$ cat src/rtl/wake_defs.svh
// Purpose: Constants of the wake-up event control block
// Assumes: 32-bit register port, byte offsets in 8 bits
// Notes:   Types live in wake_pkg
`ifndef WAKE_DEFS_SVH
`define WAKE_DEFS_SVH

// Register byte offsets
`define OFF_WAKE_CS      8'h68
`define OFF_WAKE_PAT     8'h70
`define OFF_IRQ_STATUS   8'h40
`define OFF_IRQ_MASK     8'h44
`define OFF_PAT_PTR      8'h48

// Control and status field positions
`define CS_CRC_SEL       30
`define CS_PAT1_EN       29
`define CS_LINK_OFF_EN   17
`define CS_LINK_ON_EN    16
`define CS_FRAME_EN      10
`define CS_SIG_EN        9
`define CS_LINK_EN       8
`define CS_FRAME_SEEN    2
`define CS_SIG_SEEN      1
`define CS_LINK_SEEN     0

// Event vector positions (status, irq status and mask share them)
`define EV_FRAME         2
`define EV_SIG           1
`define EV_LINK          0

// Pattern store
`define PAT_WORDS        25
`define PAT_LAST         5'h18
`define PAT_STRIDE       5
`define PTR_ZERO         5'h00
`define CRC_MSB          31
`define CRC_LSB          16
`define OFS_MSB          7

// CRC seeds
`define CRC_ZEROS        16'h0000
`define CRC_ONES         16'hffff

// Strap capture after reset release
`define INIT_LOAD        2'h2
`define INIT_DONE        2'h3

// Reset values
`define RST_WORD         32'h0000_0000
`define RST_EV           3'h0
`define RST_EN5          5'h00
`define RST_CNT          2'h0

`endif

$ cat src/rtl/wake_pkg.sv
// Purpose: Types of the wake-up event control block
// Assumes: wake_defs.svh supplies sizes
// Notes:   Filter struct packs mask above CRC above offset
`include "wake_defs.svh"

package wake_pkg;

	typedef struct packed {
		logic [7:0]  addr;
		logic [31:0] wdata;
		logic        wr;
		logic        rd;
	} bus_req_type;

	typedef struct packed {
		logic [127:0] mask;
		logic [15:0]  crc;
		logic [7:0]   start;
	} filter_type;

	typedef struct packed {
		logic [`PAT_WORDS-1:0][31:0] words;
		logic [4:0]                  ptr;
		logic                        crc_sel;
		logic [4:0]                  pat_en;
		logic                        link_off_en;
		logic                        link_on_en;
		logic                        frame_en;
		logic                        sig_en;
		logic                        link_en;
		logic [2:0]                  seen;
		logic [2:0]                  irq_status;
		logic [2:0]                  irq_mask;
		logic                        irq;
		logic                        pm_event;
		logic [15:0]                 crc_init;
		logic [31:0]                 rdata;
		logic                        link_s1;
		logic                        link_s2;
		logic                        link_prev;
		logic                        pm_s1;
		logic                        pm_s2;
		logic                        wol_s1;
		logic                        wol_s2;
		logic [1:0]                  init_cnt;
	} wake_state_type;

endpackage

$ cat src/rtl/wake_event_control.sv
// Purpose: Wake-up control, status and pattern filter store
// Assumes: Event inputs come from logic on clk_sys; pins are synchronised
// Notes:   reset_n is power-up reset; soft_reset spares the seen flags
//
// Chosen here: the strobed register port.
`timescale 1ns/1ns
`include "wake_defs.svh"

module wake_event_control (
	input  wire logic                     clk_sys,
	input  wire logic                     reset_n,
	input  wire logic                     soft_reset,
	input  wire wake_pkg::bus_req_type    reg_req,
	output logic      [31:0]              reg_rdata,
	input  wire logic                     link_up,
	input  wire logic                     power_mgmt_cfg,
	input  wire logic                     wake_lan_cfg,
	input  wire logic                     sig_packet_rx,
	input  wire logic [4:0]               pattern_match,
	output wake_pkg::filter_type [4:0]    filters,
	output logic      [15:0]              crc_init_value,
	output logic                          pm_event_set,
	output logic                          irq
);
	import wake_pkg::*;

	wake_state_type state;
	wake_state_type next_state;
	logic           init_done;
	logic           link_rise;
	logic           link_fall;
	logic           link_ev;
	logic           sig_ev;
	logic           frame_ev;
	logic [2:0]     events;
	logic           cs_wr;
	logic [2:0]     cs_clear;
	logic [2:0]     irq_clear;

	// Event detection
	assign init_done = (state.init_cnt == `INIT_DONE);
	assign link_rise = init_done & state.link_s2 & ~state.link_prev;
	assign link_fall = init_done & ~state.link_s2 & state.link_prev;
	assign link_ev   = (link_rise & state.link_on_en)
		| (link_fall & state.link_off_en);
	assign sig_ev    = sig_packet_rx;
	assign frame_ev  = |(pattern_match & state.pat_en);
	assign events    = {frame_ev, sig_ev, link_ev};

	// Write-one clear strobes
	assign cs_wr     = reg_req.wr & (reg_req.addr == `OFF_WAKE_CS);
	assign cs_clear  = cs_wr ? reg_req.wdata[2:0] : `RST_EV;
	assign irq_clear = (reg_req.wr & (reg_req.addr == `OFF_IRQ_STATUS))
		? reg_req.wdata[2:0] : `RST_EV;

	always_comb begin
		next_state = state;
		next_state.link_s1 = link_up;
		next_state.link_s2 = state.link_s1;
		next_state.pm_s1   = power_mgmt_cfg;
		next_state.pm_s2   = state.pm_s1;
		next_state.wol_s1  = wake_lan_cfg;
		next_state.wol_s2  = state.wol_s1;
		next_state.rdata   = `RST_WORD;

		// Strap capture once the synchronisers hold the pin levels
		if (!init_done) begin
			next_state.init_cnt = state.init_cnt + 2'h1;
			if (state.init_cnt == `INIT_LOAD) begin
				next_state.sig_en    = state.pm_s2 & state.wol_s2;
				next_state.link_prev = state.link_s2;
			end
		end else begin
			next_state.link_prev = state.link_s2;
		end

		// Sticky flags, set wins over clear
		next_state.seen = (state.seen & ~cs_clear) | events;
		next_state.irq_status = (state.irq_status & ~irq_clear) | events;

		// Wake event toward the power management register
		next_state.pm_event = (frame_ev & state.frame_en)
			| (sig_ev & state.sig_en)
			| (link_ev & state.link_en);

		// Register writes
		if (reg_req.wr) begin
			unique case (reg_req.addr)
			`OFF_WAKE_CS: begin
				next_state.crc_sel     = reg_req.wdata[`CS_CRC_SEL];
				for (int p = 0; p < 5; p++) begin
					next_state.pat_en[p] = reg_req.wdata[`CS_PAT1_EN - p];
				end
				next_state.link_off_en = reg_req.wdata[`CS_LINK_OFF_EN];
				next_state.link_on_en  = reg_req.wdata[`CS_LINK_ON_EN];
				next_state.frame_en    = reg_req.wdata[`CS_FRAME_EN];
				next_state.sig_en      = reg_req.wdata[`CS_SIG_EN];
				next_state.link_en     = reg_req.wdata[`CS_LINK_EN];
			end
			`OFF_WAKE_PAT: begin
				next_state.words[state.ptr] = reg_req.wdata;
			end
			`OFF_IRQ_MASK: begin
				next_state.irq_mask = reg_req.wdata[2:0];
			end
			`OFF_PAT_PTR: begin
				next_state.ptr = `PTR_ZERO;
			end
			default: begin
			end
			endcase
		end

		// Register reads, data stand in the following cycle
		if (reg_req.rd) begin
			unique case (reg_req.addr)
			`OFF_WAKE_CS: begin
				next_state.rdata[`CS_CRC_SEL] = state.crc_sel;
				for (int p = 0; p < 5; p++) begin
					next_state.rdata[`CS_PAT1_EN - p] = state.pat_en[p];
				end
				next_state.rdata[`CS_LINK_OFF_EN] = state.link_off_en;
				next_state.rdata[`CS_LINK_ON_EN]  = state.link_on_en;
				next_state.rdata[`CS_FRAME_EN]    = state.frame_en;
				next_state.rdata[`CS_SIG_EN]      = state.sig_en;
				next_state.rdata[`CS_LINK_EN]     = state.link_en;
				next_state.rdata[2:0]             = state.seen;
			end
			`OFF_WAKE_PAT: begin
				next_state.rdata = state.words[state.ptr];
			end
			`OFF_IRQ_STATUS: begin
				next_state.rdata[2:0] = state.irq_status;
			end
			`OFF_IRQ_MASK: begin
				next_state.rdata[2:0] = state.irq_mask;
			end
			`OFF_PAT_PTR: begin
				next_state.rdata[4:0] = state.ptr;
			end
			default: begin
			end
			endcase
		end

		// Sequential word pointer wraps after the last of 25 words
		if ((reg_req.wr | reg_req.rd) && (reg_req.addr == `OFF_WAKE_PAT)) begin
			if (state.ptr == `PAT_LAST) begin
				next_state.ptr = `PTR_ZERO;
			end else begin
				next_state.ptr = state.ptr + 5'h01;
			end
		end

		// Software reset spares the seen flags; reset_n clears them
		if (soft_reset) begin
			next_state.crc_sel     = 1'b0;
			next_state.pat_en      = `RST_EN5;
			next_state.link_off_en = 1'b0;
			next_state.link_on_en  = 1'b0;
			next_state.frame_en    = 1'b0;
			next_state.sig_en      = 1'b0;
			next_state.link_en     = 1'b0;
			next_state.irq_status  = `RST_EV;
			next_state.irq_mask    = `RST_EV;
			next_state.ptr         = `PTR_ZERO;
			next_state.pm_event    = 1'b0;
			next_state.init_cnt    = `RST_CNT;
		end

		next_state.irq = |(next_state.irq_status & next_state.irq_mask);
		next_state.crc_init = next_state.crc_sel
			? `CRC_ONES : `CRC_ZEROS;
	end

	always_ff @(posedge clk_sys or negedge reset_n) begin
		if (!reset_n) begin
			state <= '0;
		end else begin
			state <= next_state;
		end
	end

	// Filter view of the pattern words
	generate
		for (genvar p = 0; p < 5; p++) begin : g_filter
			assign filters[p].mask = {
				state.words[`PAT_STRIDE*p+3],
				state.words[`PAT_STRIDE*p+2],
				state.words[`PAT_STRIDE*p+1],
				state.words[`PAT_STRIDE*p]};
			assign filters[p].crc =
				state.words[`PAT_STRIDE*p+4][`CRC_MSB:`CRC_LSB];
			assign filters[p].start =
				state.words[`PAT_STRIDE*p+4][`OFS_MSB:0];
		end
	endgenerate

	assign reg_rdata      = state.rdata;
	assign crc_init_value = state.crc_init;
	assign pm_event_set   = state.pm_event;
	assign irq            = state.irq;
endmodule // wake_event_control

$ cat config.mk
export PLATFORM = sky130hd
export DESIGN_NAME = wake_event_control
export DESIGN_NICKNAME = d
export VERILOG_FILES = /design/src/rtl/wake_pkg.sv /design/src/rtl/wake_event_control.sv
export VERILOG_INCLUDE_DIRS = /design/src /design/src/rtl
export SDC_FILE = /design/constraint.sdc
export NUM_CORES = 1
export LEC_CHECK = 0
export BUFFER_PORTS_ARGS = -buffer_cell sky130_fd_sc_hd__clkbuf_2
export CAP_MARGIN = 25
export CORE_AREA = 2 2 337 339
export CTS_CLUSTER_SIZE = 25
export DETAILED_ROUTE_END_ITERATION = 16
export DIE_AREA = 0 0 339 341
export GPL_ROUTABILITY_DRIVEN = 1
export GPL_TIMING_DRIVEN = 0
export HOLD_SLACK_MARGIN = 0.12
export PLACE_DENSITY = 0.72
export SKIP_CTS_REPAIR_TIMING = 1
export SLEW_MARGIN = 0
export SYNTH_ARGS = -nofsm -noshare
export SYNTH_HDL_FRONTEND = slang
export SYNTH_SLANG_ARGS = --single-unit
$ cat constraint.sdc
create_clock -name clk_sys -period 4.4 [get_ports clk_sys]
set_input_delay 0.88 -clock clk_sys [delete_from_list [all_inputs] [get_ports clk_sys]]
set_output_delay 0.88 -clock clk_sys [all_outputs]
set_load 0.01 [all_outputs]
==> metrics list <==
- The share of synthesized area in the top cell type comes to 0.479.
- Worst voltage drop across the vdd grid: 254 uV
- Clock skew: 0.0514 ns
* Number of global-route vias before repair: 33100
- In the layout the commonest cells are sky130_fd_sc_hd__dfrtp_1 (868), sky130_fd_sc_hd__clkbuf_2 (865), sky130_fd_sc_hd__buf_4 (810).
* Status: finished, violations left
- The clock passes through at most 3 buffers.
- CTS placed an instance of sky130_fd_sc_hd__clkbuf_16 at the clock tree root.
- The largest single stage delay on the critical path is 0.71 ns.
- Initial cell density of the core: 0.406
* Maxcap violations: 0
- 864 I/O pins were placed.
- Final number of max-transition violations: 0
- Count of buffers inserted at the top-level ports: 857
- The detail route stage leaves a number of antenna-violating nets equal to 0.
- The congestion estimate from routability-driven global placement came to 0.950.
* Data arrival time of the critical path: 5.00 ns
* Flip-flop and latch count after synthesis: 868
- Entering global routing, the biggest net connects 109 pins.
- Yosys mapped a number of flops with a built-in enable equal to 0.
- Syn Area/Cell: 13.5 sq um
- RSZ-0062 raised after global routing: false
* Register-to-register path setup slack: -0.02 ns
- Type of the worst setup path: flop to flop
- Startpoint kind of the worst setup timing path: flop
- Critical Path, Cell by Cell: buf_2 > buf_2 > buf_2 > clkbuf_4 > inv_1 > ha_1 > and3_1 > nand3_1 > buf_2 > mux2_2
- Top cells by area in the synthesized netlist: sky130_fd_sc_hd__dfrtp_1 (48%), sky130_fd_sc_hd__mux2_2 (16%), sky130_fd_sc_hd__buf_4 (13%)
- STA puts the critical path data required time at 4.98 ns.
- P per Cell Area: 308 nW/um^2
- Measured slew at the worst slew-check pin: 1.03 ns
* Final critical-path share of the clock period: 1.00
- Horizontal die dimension: 339 microns
- For this block, the routed nets add up to 208 mm of wire.
- TritonCTS built the clock tree.
* Source-to-sink clock delay at the later pin of the worst-skew pair: 0.71 ns
* Max-Slew Margin vs Limit: 0.313
- The Yosys step of the flow raised 0 warnings.
* Synth Instances: 3360
- Counting every sink on the clock net gives 868.
- Total number of nets in the final design: 4412
- Clock tree synthesis inserted a total of 97 buffers.
- In the final routed layout, each cell accounts on average for 35.1 microns.
- FMAX: 0.226 GHz
- Proportion of synthesized chip area in sequential cells: 0.479
- The min-delay analysis places its worst path in the category input pin to async pin.
- Subtracting the final worst setup slack from the clock period gives 4.42 ns.
- The initial antenna violation count is 9.
* Netlist area before placement: 45400 sq um
- Summed over all cells, the static leakage comes to 30.1 nW.
- Final design area excluding fillers: 55600 sq um
- DR vias: 33300
- In the routed design, unresolved DRC markers number 0.
- Counting flops with an async set or reset pin after synthesis yields a share of 1.00.
- Global routing finished with a remaining overflow of 0.
- The design draws 17.1 mW.
- The worst setup path is captured at a flop.
- Once placement finished, the instance area stood at 52300 sq um.
- The floorplan has 123 rows.
- In the synthesized netlist the dominant register cell turns out to be sky130_fd_sc_hd__dfrtp_1.
- Leading cell type in the layout, fill and taps excluded: sky130_fd_sc_hd__dfrtp_1
* Signed area change from the synthesized netlist to the final layout: 22.4%
* Detailed-route vias per instance: 5.62
* Detailed placement HPWL: 151 mm
* Clock transition at the registers of the reported paths: 0.06 ns
- The detailed router finished its first iteration with 3430 violations.
* Cell type contributing the most total cell area after synthesis: sky130_fd_sc_hd__dfrtp_1
- Placeable core region: 112000 sq um
- In this run the worst path has a maximum fanout of 10.
* H-tree depth: 3
- Count of unique library cells instantiated by Yosys: 58
- The finished layout holds 5924 standard cells, fillers aside.
- The die covers 116000 sq um.
- The number of nets handed over by synthesis was 3420.
- Die height: 341 microns
* Count of final setup violators: 10
- In the global route stage, overall resource usage came out at 0.351.
- By instance count, the cell type seen most on the critical path is sky130_fd_sc_hd__buf_2.
- Violated checks: setup timing
* Final number of hold-violating endpoints: 0
- Number of detailed-route iterations in the first pass: 5
* Slowest-stage cell, CP: sky130_fd_sc_hd__buf_2
- Once routing completed, OpenROAD measured the worst setup slack at -0.0192 ns.
- Global-route wire length before repair: 277 mm
- After detailed placement, the design holds a cell count of 5753.
- Of the cells placed in the final design, the portion with a size suffix greater than 1 is 0.655.
## layout make-up
cell class | count | area [sq um]
diodes | 2 | 5.00
fillers | 9846 | 56300
inverters | 9 | 33.8
clock inverters | 35 | 504
flip-flops and latches | 868 | 21700
multi-input cells | 1440 | 16400
clock buffers | 134 | 2770
plain buffers | 1043 | 7320
repair buffers | 893 | 5000
well taps | 1500 | 1880
## Yosys cell counts, types with 4 or more instances
cell	count
sky130_fd_sc_hd__and2_1	11
sky130_fd_sc_hd__clkbuf_1	105
sky130_fd_sc_hd__a22oi_1	85
sky130_fd_sc_hd__a211oi_1	4
sky130_fd_sc_hd__nor2b_1	10
sky130_fd_sc_hd__nand2_1	67
sky130_fd_sc_hd__mux2i_1	63
sky130_fd_sc_hd__buf_1	10
sky130_fd_sc_hd__dfrtp_1	868
sky130_fd_sc_hd__nand2_4	18
sky130_fd_sc_hd__a22o_1	16
sky130_fd_sc_hd__a31o_2	4
sky130_fd_sc_hd__mux2_1	101
sky130_fd_sc_hd__buf_4	810
sky130_fd_sc_hd__buf_6	30
sky130_fd_sc_hd__nand2b_1	4
sky130_fd_sc_hd__nor3_1	5
sky130_fd_sc_hd__mux2_4	60
sky130_fd_sc_hd__buf_2	88
sky130_fd_sc_hd__nand3_1	14
sky130_fd_sc_hd__and3_1	5
sky130_fd_sc_hd__inv_1	7
sky130_fd_sc_hd__mux2_2	643
sky130_fd_sc_hd__nor2_1	28
sky130_fd_sc_hd__a21o_1	18
sky130_fd_sc_hd__ha_1	6
sky130_fd_sc_hd__o221ai_1	7
sky130_fd_sc_hd__mux4_2	165
sky130_fd_sc_hd__a32oi_1	6
sky130_fd_sc_hd__a21oi_1	32
sky130_fd_sc_hd__a31oi_1	25
sky130_fd_sc_hd__o21ai_0	8
## metrics by stage
| stage | setup TNS, ns | hold slack [ns] | setup WS, ns | util |
|---|---|---|---|---|
| floorplan | 0 | 0.331 | 1.73 | - |
| global route | 0 | 0.212 | 0.0601 | 0.497 |
| CTS | -2.26 | 0.165 | -0.136 | 0.497 |
| detailed placement | -1.39 | 0.337 | -0.109 | 0.467 |
| global placement | - | 0.337 | -19.08 | 0.461 |
| finish | -0.147 | 0.183 | -0.0192 | 0.497 |
## power breakdown
group          total, mW  internal [mW]  switching [mW]
registers           8.03           8.01          0.0226
logic              0.551          0.144           0.408
clock network       8.53           4.94            3.59
## critical path: cells and delay by family (launching register included)
kind / cells / cell delay (ns)
buffers and inverters: 6 / 2.68
and+or+nand+nor: 2 / 0.57
DFF: 1 / 0.39
muxes: 1 / 0.39
adders and majority gates: 1 / 0.23
## sequential cells by signal, indices dropped and copies added, names as in the netlist
name            flops
irq                 1
state              70
filters           760
reg_rdata          32
pm_event_set        1
next_state          3
crc_init_value      1
## cell families after synthesis
| group | share of synthesized area |
|---|---|
| AND/OR/NAND/NOR | 0.0231 |
| adder cells (fa/ha/maj) | 0.00165 |
| buffers and inverters | 0.161 |
| multiplexers | 0.300 |
| AO/OA/AOI/OAI | 0.0348 |
| flip-flops | 0.479 |
| XOR/XNOR | 0.000193 |
## metal layers
metal  vias to the layer above  part of all wire  track usage
met1                     17500              0.38        0.441
met2                      2130              0.46        0.550
met4                         0             0.062        0.190
li1                      13100                 -            -
met5                         -                 0            0
met3                       506              0.10       0.0988
## final timing paths
kind / start / to / depth (start not counted)
worst max register to register: state[80] / filters[618] / 10
max in group asynchronous: reset_n / filters[679] / 4
worst min-delay path: reset_n / filters[308] / 1
worst min register to register: next_state[7] / state[7] / 0
worst max-delay path: state[80] / filters[618] / 10
min in group clk_sys: wake_lan_cfg / next_state[2] / 1
Power figures use the tool's default switching activity.
